File: src/hw/haptic_cfg_pkg.sv
// constants for the haptic actuator calibration and configuration registers
package haptic_cfg_pkg;
   // register offsets on the byte-wide register port
   localparam logic [7:0] ADDR_CURRENT_LIMIT = 8'h0E;
   localparam logic [7:0] ADDR_SCALE_HIGH = 8'h0F;
   localparam logic [7:0] ADDR_SCALE_LOW = 8'h10;
   localparam logic [7:0] ADDR_IMP_HIGH = 8'h11;
   localparam logic [7:0] ADDR_IMP_LOW = 8'h12;
   localparam logic [7:0] ADDR_TOP_CFG = 8'h13;

   // reset values
   localparam logic [4:0] RST_CURRENT_CODE = 5'h17;
   localparam logic [7:0] RST_SCALE_HIGH = 8'h01;
   localparam logic [7:0] RST_SCALE_LOW = 8'h0D;
   localparam logic [9:0] RST_IMPEDANCE = 10'h000;
   localparam logic [7:0] RST_TOP_CFG = 8'h1E;
   localparam logic [7:0] RST_RDATA = 8'h00;
   localparam logic [7:0] RST_RATING = 8'h00;

   // top configuration field positions
   localparam int BIT_EMBEDDED = 7;
   localparam int BIT_ERM_TYPE = 5;
   localparam int BIT_LOOP_COMPUTE = 4;
   localparam int BIT_FREQ_TRACK = 3;
   localparam int BIT_ACCEL = 2;
   localparam int BIT_RAPID_STOP = 1;
   localparam int BIT_AMP_LOOP = 0;
   // implemented bits of the top configuration byte (bit 6 unused)
   localparam logic [7:0] TOP_CFG_MASK = 8'hBF;

   // field widths
   localparam int CURRENT_CODE_W = 5;
   localparam int IMP_W = 10;
   localparam int IMP_LOW_W = 2;
   localparam int BYTE_W = 8;

   // host-side scaling figures, kept for reference by firmware models
   localparam real CURRENT_OFFSET_MA = 28.6;
   localparam real CURRENT_STEP_MA = 7.2;
   localparam real SCALE_DIVISOR = 1.6104;
   localparam int SCALE_CODE_OFFSET = 4;
   localparam real IMP_LSB_MILLIOHM = 62.5;
endpackage : haptic_cfg_pkg

File: src/hw/full_scale_select.sv
// full-scale and overdrive limit selection from the voltage ratings
`timescale 1ns/1ps
module full_scale_select
(
   input wire logic ref_clk, // register clock
   input wire logic sys_rst, // synchronous reset, active high
   input wire logic clk_en, // freezes state while low
   input wire logic accel_en, // active acceleration enable
   input wire logic [7:0] nominal_rating, // nominal voltage rating code
   input wire logic [7:0] abs_max_rating, // absolute maximum rating code
   output logic [7:0] full_scale_reg, // full scale of unsigned waveforms
   output logic [7:0] overdrive_limit_reg // ceiling on drive level
);
   // with acceleration the nominal rating is full scale and overdrive
   // may climb to the absolute maximum; without it both are the max
   wire [7:0] full_scale_next = accel_en ? nominal_rating
                                         : abs_max_rating;
   wire [7:0] overdrive_limit_next = abs_max_rating;

   // registered so the drive path sees glitch-free levels
   always_ff @(posedge ref_clk)
   begin
      if (sys_rst)
      begin
         full_scale_reg <= haptic_cfg_pkg::RST_RATING;
         overdrive_limit_reg <= haptic_cfg_pkg::RST_RATING;
      end
      else if (clk_en)
      begin
         full_scale_reg <= full_scale_next;
         overdrive_limit_reg <= overdrive_limit_next;
      end
   end
endmodule : full_scale_select

File: src/hw/haptic_actuator_calib_config_regs.sv
// calibration and top configuration register bank of the haptic driver
`timescale 1ns/1ps
// Functional notes
// - five-bit max current code, resets to 0x17
// - scale factor is high byte over low
// - read-only ten-bit impedance, 62.5 milliohm units
// - embedded bit selects automatic fault clearing
// - bit 5 picks resonant or rotating actuator
// - bit 4 enables internal loop computations
// - bit 3 tracks frequency, ignored for rotating
// - bit 2 enables active acceleration
// - bit 1 enables rapid stop braking
// - bit 0 enables amplitude loop
// - acceleration picks full scale voltage rating
module haptic_actuator_calib_config_regs
(
   input wire logic ref_clk, // register clock, 10 MHz
   input wire logic sys_rst, // synchronous reset, active high
   input wire logic clk_en, // freezes all state while low
   input wire logic [7:0] reg_addr, // register address from serial port
   input wire logic reg_wr, // write strobe, one cycle
   input wire logic [7:0] reg_wdata, // write data
   input wire logic reg_rd, // read strobe, one cycle
   output logic [7:0] reg_rdata_reg, // read data, one cycle after strobe
   input wire logic imp_load, // measured impedance valid, one cycle
   input wire logic [9:0] imp_value, // measured impedance code
   input wire logic fault_event, // fault condition from the drive logic
   input wire logic fault_clear, // host request to clear the fault
   input wire logic [7:0] nominal_rating, // nominal voltage rating code
   input wire logic [7:0] abs_max_rating, // absolute maximum rating code
   output logic [4:0] max_current_code_reg, // current limit code
   output logic [15:0] drive_scale_reg, // impedance to drive scale
   output logic embedded_mode_reg, // faults cleared automatically
   output logic erm_type_reg, // 1 rotating mass, 0 resonant
   output logic loop_compute_en_reg, // internal loop computations
   output logic freq_track_active_reg, // tracking, gated by type
   output logic accel_en_reg, // active acceleration enable
   output logic rapid_stop_en_reg, // rapid stop braking enable
   output logic amplitude_loop_en_reg, // amplitude loop enable
   output logic fault_flag_reg, // sticky fault flag
   output logic [7:0] full_scale_reg, // waveform full scale
   output logic [7:0] overdrive_limit_reg // overdrive ceiling
);
   // storage
   logic [4:0] current_code_reg; // current limit code
   logic [7:0] scale_high_reg; // scale factor high byte
   logic [7:0] scale_low_reg; // scale factor low byte
   logic [9:0] impedance_reg; // last measured impedance
   logic [7:0] top_cfg_reg; // top configuration byte

   // address decode
   wire sel_current = (reg_addr == haptic_cfg_pkg::ADDR_CURRENT_LIMIT);
   wire sel_scale_h = (reg_addr == haptic_cfg_pkg::ADDR_SCALE_HIGH);
   wire sel_scale_l = (reg_addr == haptic_cfg_pkg::ADDR_SCALE_LOW);
   wire sel_imp_h = (reg_addr == haptic_cfg_pkg::ADDR_IMP_HIGH);
   wire sel_imp_l = (reg_addr == haptic_cfg_pkg::ADDR_IMP_LOW);
   wire sel_top = (reg_addr == haptic_cfg_pkg::ADDR_TOP_CFG);

   // write enables; impedance bytes are read-only so have none
   wire wr_current = reg_wr & sel_current;
   wire wr_scale_h = reg_wr & sel_scale_h;
   wire wr_scale_l = reg_wr & sel_scale_l;
   wire wr_top = reg_wr & sel_top;

   // next values
   wire [4:0] current_code_next = wr_current
      ? reg_wdata[haptic_cfg_pkg::CURRENT_CODE_W-1:0]
      : current_code_reg;
   wire [7:0] scale_high_next = wr_scale_h ? reg_wdata : scale_high_reg;
   wire [7:0] scale_low_next = wr_scale_l ? reg_wdata : scale_low_reg;
   wire [9:0] impedance_next = imp_load ? imp_value : impedance_reg;
   wire [7:0] top_cfg_next = wr_top
      ? (reg_wdata & haptic_cfg_pkg::TOP_CFG_MASK)
      : top_cfg_reg;

   // fields of the configuration value about to take effect
   wire embedded_next = top_cfg_next[haptic_cfg_pkg::BIT_EMBEDDED];
   wire erm_next = top_cfg_next[haptic_cfg_pkg::BIT_ERM_TYPE];
   // tracking only applies to the resonant actuator type
   wire track_next = top_cfg_next[haptic_cfg_pkg::BIT_FREQ_TRACK]
                     & ~erm_next;

   // sticky fault: set wins over any clear in the same cycle; in
   // embedded mode the flag follows the condition and frees itself
   wire fault_flag_next = fault_event
      | (fault_flag_reg & ~embedded_next & ~fault_clear);

   // read data mux; narrow fields sit low, upper bits zero
   wire [7:0] imp_high_byte = impedance_reg[haptic_cfg_pkg::IMP_W-1:
                                            haptic_cfg_pkg::IMP_LOW_W];
   wire [7:0] imp_low_byte = {6'h00,
      impedance_reg[haptic_cfg_pkg::IMP_LOW_W-1:0]};
   wire [7:0] rdata_next =
      sel_current ? {3'h0, current_code_reg} :
      sel_scale_h ? scale_high_reg :
      sel_scale_l ? scale_low_reg :
      sel_imp_h ? imp_high_byte :
      sel_imp_l ? imp_low_byte :
      sel_top ? top_cfg_reg :
      haptic_cfg_pkg::RST_RDATA; // unmapped reads return zero

   // register storage
   always_ff @(posedge ref_clk)
   begin
      if (sys_rst)
      begin
         current_code_reg <= haptic_cfg_pkg::RST_CURRENT_CODE;
         scale_high_reg <= haptic_cfg_pkg::RST_SCALE_HIGH;
         scale_low_reg <= haptic_cfg_pkg::RST_SCALE_LOW;
         impedance_reg <= haptic_cfg_pkg::RST_IMPEDANCE;
         top_cfg_reg <= haptic_cfg_pkg::RST_TOP_CFG;
      end
      else if (clk_en)
      begin
         current_code_reg <= current_code_next;
         scale_high_reg <= scale_high_next;
         scale_low_reg <= scale_low_next;
         impedance_reg <= impedance_next;
         top_cfg_reg <= top_cfg_next;
      end
   end

   // outputs toward the drive loops, one flop each
   always_ff @(posedge ref_clk)
   begin
      if (sys_rst)
      begin
         max_current_code_reg <= haptic_cfg_pkg::RST_CURRENT_CODE;
         drive_scale_reg <= {haptic_cfg_pkg::RST_SCALE_HIGH,
                             haptic_cfg_pkg::RST_SCALE_LOW};
         embedded_mode_reg <=
            haptic_cfg_pkg::RST_TOP_CFG[haptic_cfg_pkg::BIT_EMBEDDED];
         erm_type_reg <=
            haptic_cfg_pkg::RST_TOP_CFG[haptic_cfg_pkg::BIT_ERM_TYPE];
         loop_compute_en_reg <=
            haptic_cfg_pkg::RST_TOP_CFG[haptic_cfg_pkg::BIT_LOOP_COMPUTE];
         freq_track_active_reg <=
            haptic_cfg_pkg::RST_TOP_CFG[haptic_cfg_pkg::BIT_FREQ_TRACK];
         accel_en_reg <=
            haptic_cfg_pkg::RST_TOP_CFG[haptic_cfg_pkg::BIT_ACCEL];
         rapid_stop_en_reg <=
            haptic_cfg_pkg::RST_TOP_CFG[haptic_cfg_pkg::BIT_RAPID_STOP];
         amplitude_loop_en_reg <=
            haptic_cfg_pkg::RST_TOP_CFG[haptic_cfg_pkg::BIT_AMP_LOOP];
         fault_flag_reg <= 1'b0;
         reg_rdata_reg <= haptic_cfg_pkg::RST_RDATA;
      end
      else if (clk_en)
      begin
         max_current_code_reg <= current_code_next;
         drive_scale_reg <= {scale_high_next, scale_low_next};
         embedded_mode_reg <= embedded_next;
         erm_type_reg <= erm_next;
         loop_compute_en_reg <=
            top_cfg_next[haptic_cfg_pkg::BIT_LOOP_COMPUTE];
         freq_track_active_reg <= track_next;
         accel_en_reg <= top_cfg_next[haptic_cfg_pkg::BIT_ACCEL];
         rapid_stop_en_reg <=
            top_cfg_next[haptic_cfg_pkg::BIT_RAPID_STOP];
         amplitude_loop_en_reg <=
            top_cfg_next[haptic_cfg_pkg::BIT_AMP_LOOP];
         fault_flag_reg <= fault_flag_next;
         if (reg_rd)
         begin
            reg_rdata_reg <= rdata_next;
         end
      end
   end

   // full scale follows the acceleration enable after its own flop
   full_scale_select u_full_scale
   (
      .ref_clk(ref_clk),
      .sys_rst(sys_rst),
      .clk_en(clk_en),
      .accel_en(accel_en_reg),
      .nominal_rating(nominal_rating),
      .abs_max_rating(abs_max_rating),
      .full_scale_reg(full_scale_reg),
      .overdrive_limit_reg(overdrive_limit_reg)
   );
endmodule : haptic_actuator_calib_config_regs

File: config.mk
export PLATFORM = sky130hd
export DESIGN_NAME = haptic_actuator_calib_config_regs
export DESIGN_NICKNAME = d
export VERILOG_FILES = /design/src/hw/haptic_cfg_pkg.sv /design/src/hw/full_scale_select.sv /design/src/hw/haptic_actuator_calib_config_regs.sv
export SDC_FILE = /design/constraint.sdc
export NUM_CORES = 1
export LEC_CHECK = 0
export ABC_CLOCK_PERIOD_IN_PS = 2300
export BUFFER_PORTS_ARGS = -buffer_cell sky130_fd_sc_hd__buf_2
export CAP_MARGIN = 5
export CELL_PAD_IN_SITES_DETAIL_PLACEMENT = 1
export CELL_PAD_IN_SITES_GLOBAL_PLACEMENT = 1
export CORE_ASPECT_RATIO = 1.25
export CORE_MARGIN = 2
export CORE_UTILIZATION = 36
export DETAILED_ROUTE_END_ITERATION = 6
export PLACE_DENSITY_LB_ADDON = 0.1
export SETUP_SLACK_MARGIN = 0.05
export SYNTH_ARGS = -nofsm -noshare
export SYNTH_HDL_FRONTEND = slang
export SYNTH_SLANG_ARGS = --single-unit
File: constraint.sdc
create_clock -name ref_clk -period 2.3 [get_ports ref_clk]
set_clock_uncertainty 0.15 [all_clocks]
set_input_delay 0.115 -clock ref_clk [delete_from_list [all_inputs] [get_ports ref_clk]]
set_output_delay 0.115 -clock ref_clk [all_outputs]
set_load 0.01 [all_outputs]
==> qor.yml <==
status: "finished clean"
clkTransAtPathRegs_ps: 70
firstDrtPassIters: 4
slowest_stage: "or3b_2"
rows: 36
power_switching_mw: 0.6504
synth_nets: 372
worst-slew-pin-transition_ps: 636.3
drv_cap: 0
final_cells: 562
wl_um: 9729
ys_warn_count: 0
crit_path_start_kind: "input pin"
layout_min_cycle_time_ps: 2134
synthTopCellsByArea: "dfxtp_1 (44%), mux2i_1 (17%), nor2_1 (5.3%)"
ys_ff_latch: 64
finalSetupViolCount: 0
grt_max_degree: 57
setup_tns_ps: 0
hpwl_um: 6606
grt_pass1_vias: 3092
power_mw: 2.686
irDropWorstVdd_v: 0.0003352
start_util_pct: 37.27
ys_types: 41
drv_slew: 0
relSlewSlack_pct: 57.32
worst_slack_ps: 165.8
path_cells: "buf_2 -> or3b_2 -> nor3_1 -> buf_4 -> mux2_2 -> o22ai_1 -> dlygate4sd3_1"
clockBufferDepth: 2
slowest_delay_ps: 600
gr-total-overflow: 0
coreArea_mm2: 0.007792
fillCellCount: 939
crit_buf_inv: 3
power_per_cell_area_mw_per_mm2: 644.3
final_common_cell: "buf_2"
p_int_mw: 2.036
syn-cell-area_mm2: 0.002904
mostFrequentLayoutCells: "buf_2 (102), dfxtp_1 (64), mux2i_1 (49), nor2_1 (41), nand2_1 (39)"
clock.fmax_mhz: 468.6
root_buffer: "clkbuf_8"
synthArstFlopShare_pct: 0
drt_iter0_drc: 95
critPathKind: "input pin to flip-flop"
clk_latency_ps: 350
drc: 0
antenna_cells: 0
cts_tree: "done"
rsz0062_at_grt: "no"
pwr-share-clk_pct: 45.6
end_kind: "flip-flop"
ant_nets: 0
synthCells: 322
cp.arrival_ps: 2270
critPathTopFamily: "buffers and inverters"
holdWs_ps: 50.95
dieArea_mm2: 0.008806
syn_area_per_cell_um2: 9.019
dieHeight_um: 104.4
dp_cells: 510
fin_crit_sh_pct: 92.79
viasPerCell: 5.267
io_buffers: 102
syn2layout_area_growth_pct: 43.56
die_w_um: 84.34
routedWlPerCell_um: 17.31
gp_congestion: 0.7587
yosysSeqAreaShare_pct: 44.12
synth_flop_cell: "dfxtp_1"
synth-edff-count: 0
cts.sinks: 64
synth.largest_area_cell: "dfxtp_1"
crit_path_max_fanout: 9
antenna_found_initial: 0
cts_buffers: 9
power_frac_seq_pct: 43.1
vias: 2960
grt_pass1_wl_um: 15580
p_leak_nw: 1.812
place_ws_ps: 344.5
ios: 103
swShare_pct: 24.21
drive_above_1_share_pct: 30.19
hold_viol: 0
hp-class: "input pin to flip-flop"
track_usage_pct: 22.34
worstPathRequired_ps: 2440
yosysTopAreaCellShare_pct: 44.12
h-tree-depth: 3
combPwrFrac_pct: 11.3
final_nets: 512
largest_register_ffs: 10
==> layer usage <==
metal | global-route usage [%] | wire, µm
met5 | 0 | 0
met4 | 9.070 | 261
met3 | 4.524 | 406
met2 | 38.89 | 4939
met1 | 26.59 | 4121
==> area by class of cell <==
| class | instances | area [µm²] | share of cell area, % |
|---|---|---|---|
| well taps | 95 | 118.9 | 2.851 |
| clock buffers | 10 | 137.6 | 3.301 |
| clock inverters | 6 | 115.1 | 2.761 |
| inverters | 3 | 11.26 | 0.2701 |
| multi-input cells | 233 | 1524 | 36.55 |
| repair buffers | 151 | 980.9 | 23.53 |
| flip-flops and latches | 64 | 1281 | 30.73 |
==> stage by stage <==
stage / cell area (µm²) / utilization [%]
final: 4169 / 53.50
after floorplan: 2904 / -
after global placement: 3551 / 45.57
after detailed placement: 3551 / 45.57
after CTS: 4164 / 53.44
after global routing: 4169 / 53.50
==> power by group through the flow <==
stage	Sequential [mW]	Clock [mW]	Combinational, mW
CTS	1.16	1.25	0.299
floorplan	1.19	0	0.125
detailed placement	1.18	0	0.250
finish	1.16	1.23	0.304
global placement	1.18	0	0.244
global route	1.16	1.31	0.331
==> worst reg2reg max path, cell delays in order, from the launching register on <==
cell           delay (ps)
dfxtp_1               350
mux2_2                270
o22ai_1               120
dlygate4sd3_1         560
==> path summary, 6_finish.rpt <==
path         slack, ps  cells after the start          endpoint             start
max                170                      7    fault_flag_reg       reg_addr[2]
min                 50                      3  reg_rdata_reg[6]       reg_addr[0]
max reg2reg        790                      3    fault_flag_reg    top_cfg_reg[7]
min reg2reg        310                      2  impedance_reg[7]  impedance_reg[7]
==> cells by family (layout without fill, tap and decap cells) <==
logic type,count (synthesis),count (layout),synth area share (%)
and+or+nand+nor,124,124,21.16
muxes,52,52,18.57
AOI/OAI and AO/OA,57,57,12.58
buffers and inverters,25,170,3.576
DFF,64,64,44.12
==> synthesized netlist by cell type, types with 4 or more instances <==
cell      number
a21oi_1       24
a211oi_1      11
nor2_1        41
mux2i_1       49
nand3_1       10
clkbuf_1      17
dfxtp_1       64
and2_1         5
nand3b_1       4
nand2_1       39
o22ai_1        4
o21ai_0        5
nor3_1         7
==> timing repair <==
| item | 4_1_cts | 5_1_grt |
|---|---|---|
| setup buffers | 0 | 0 |
| endpoints found under the hold margin | 56 | 0 |
| gates resized for setup | 0 | 1 |
| setup endpoints to repair | 0 | 1 |
| hold buffers | 36 | 0 |
(Power assumes the default switching activity.)
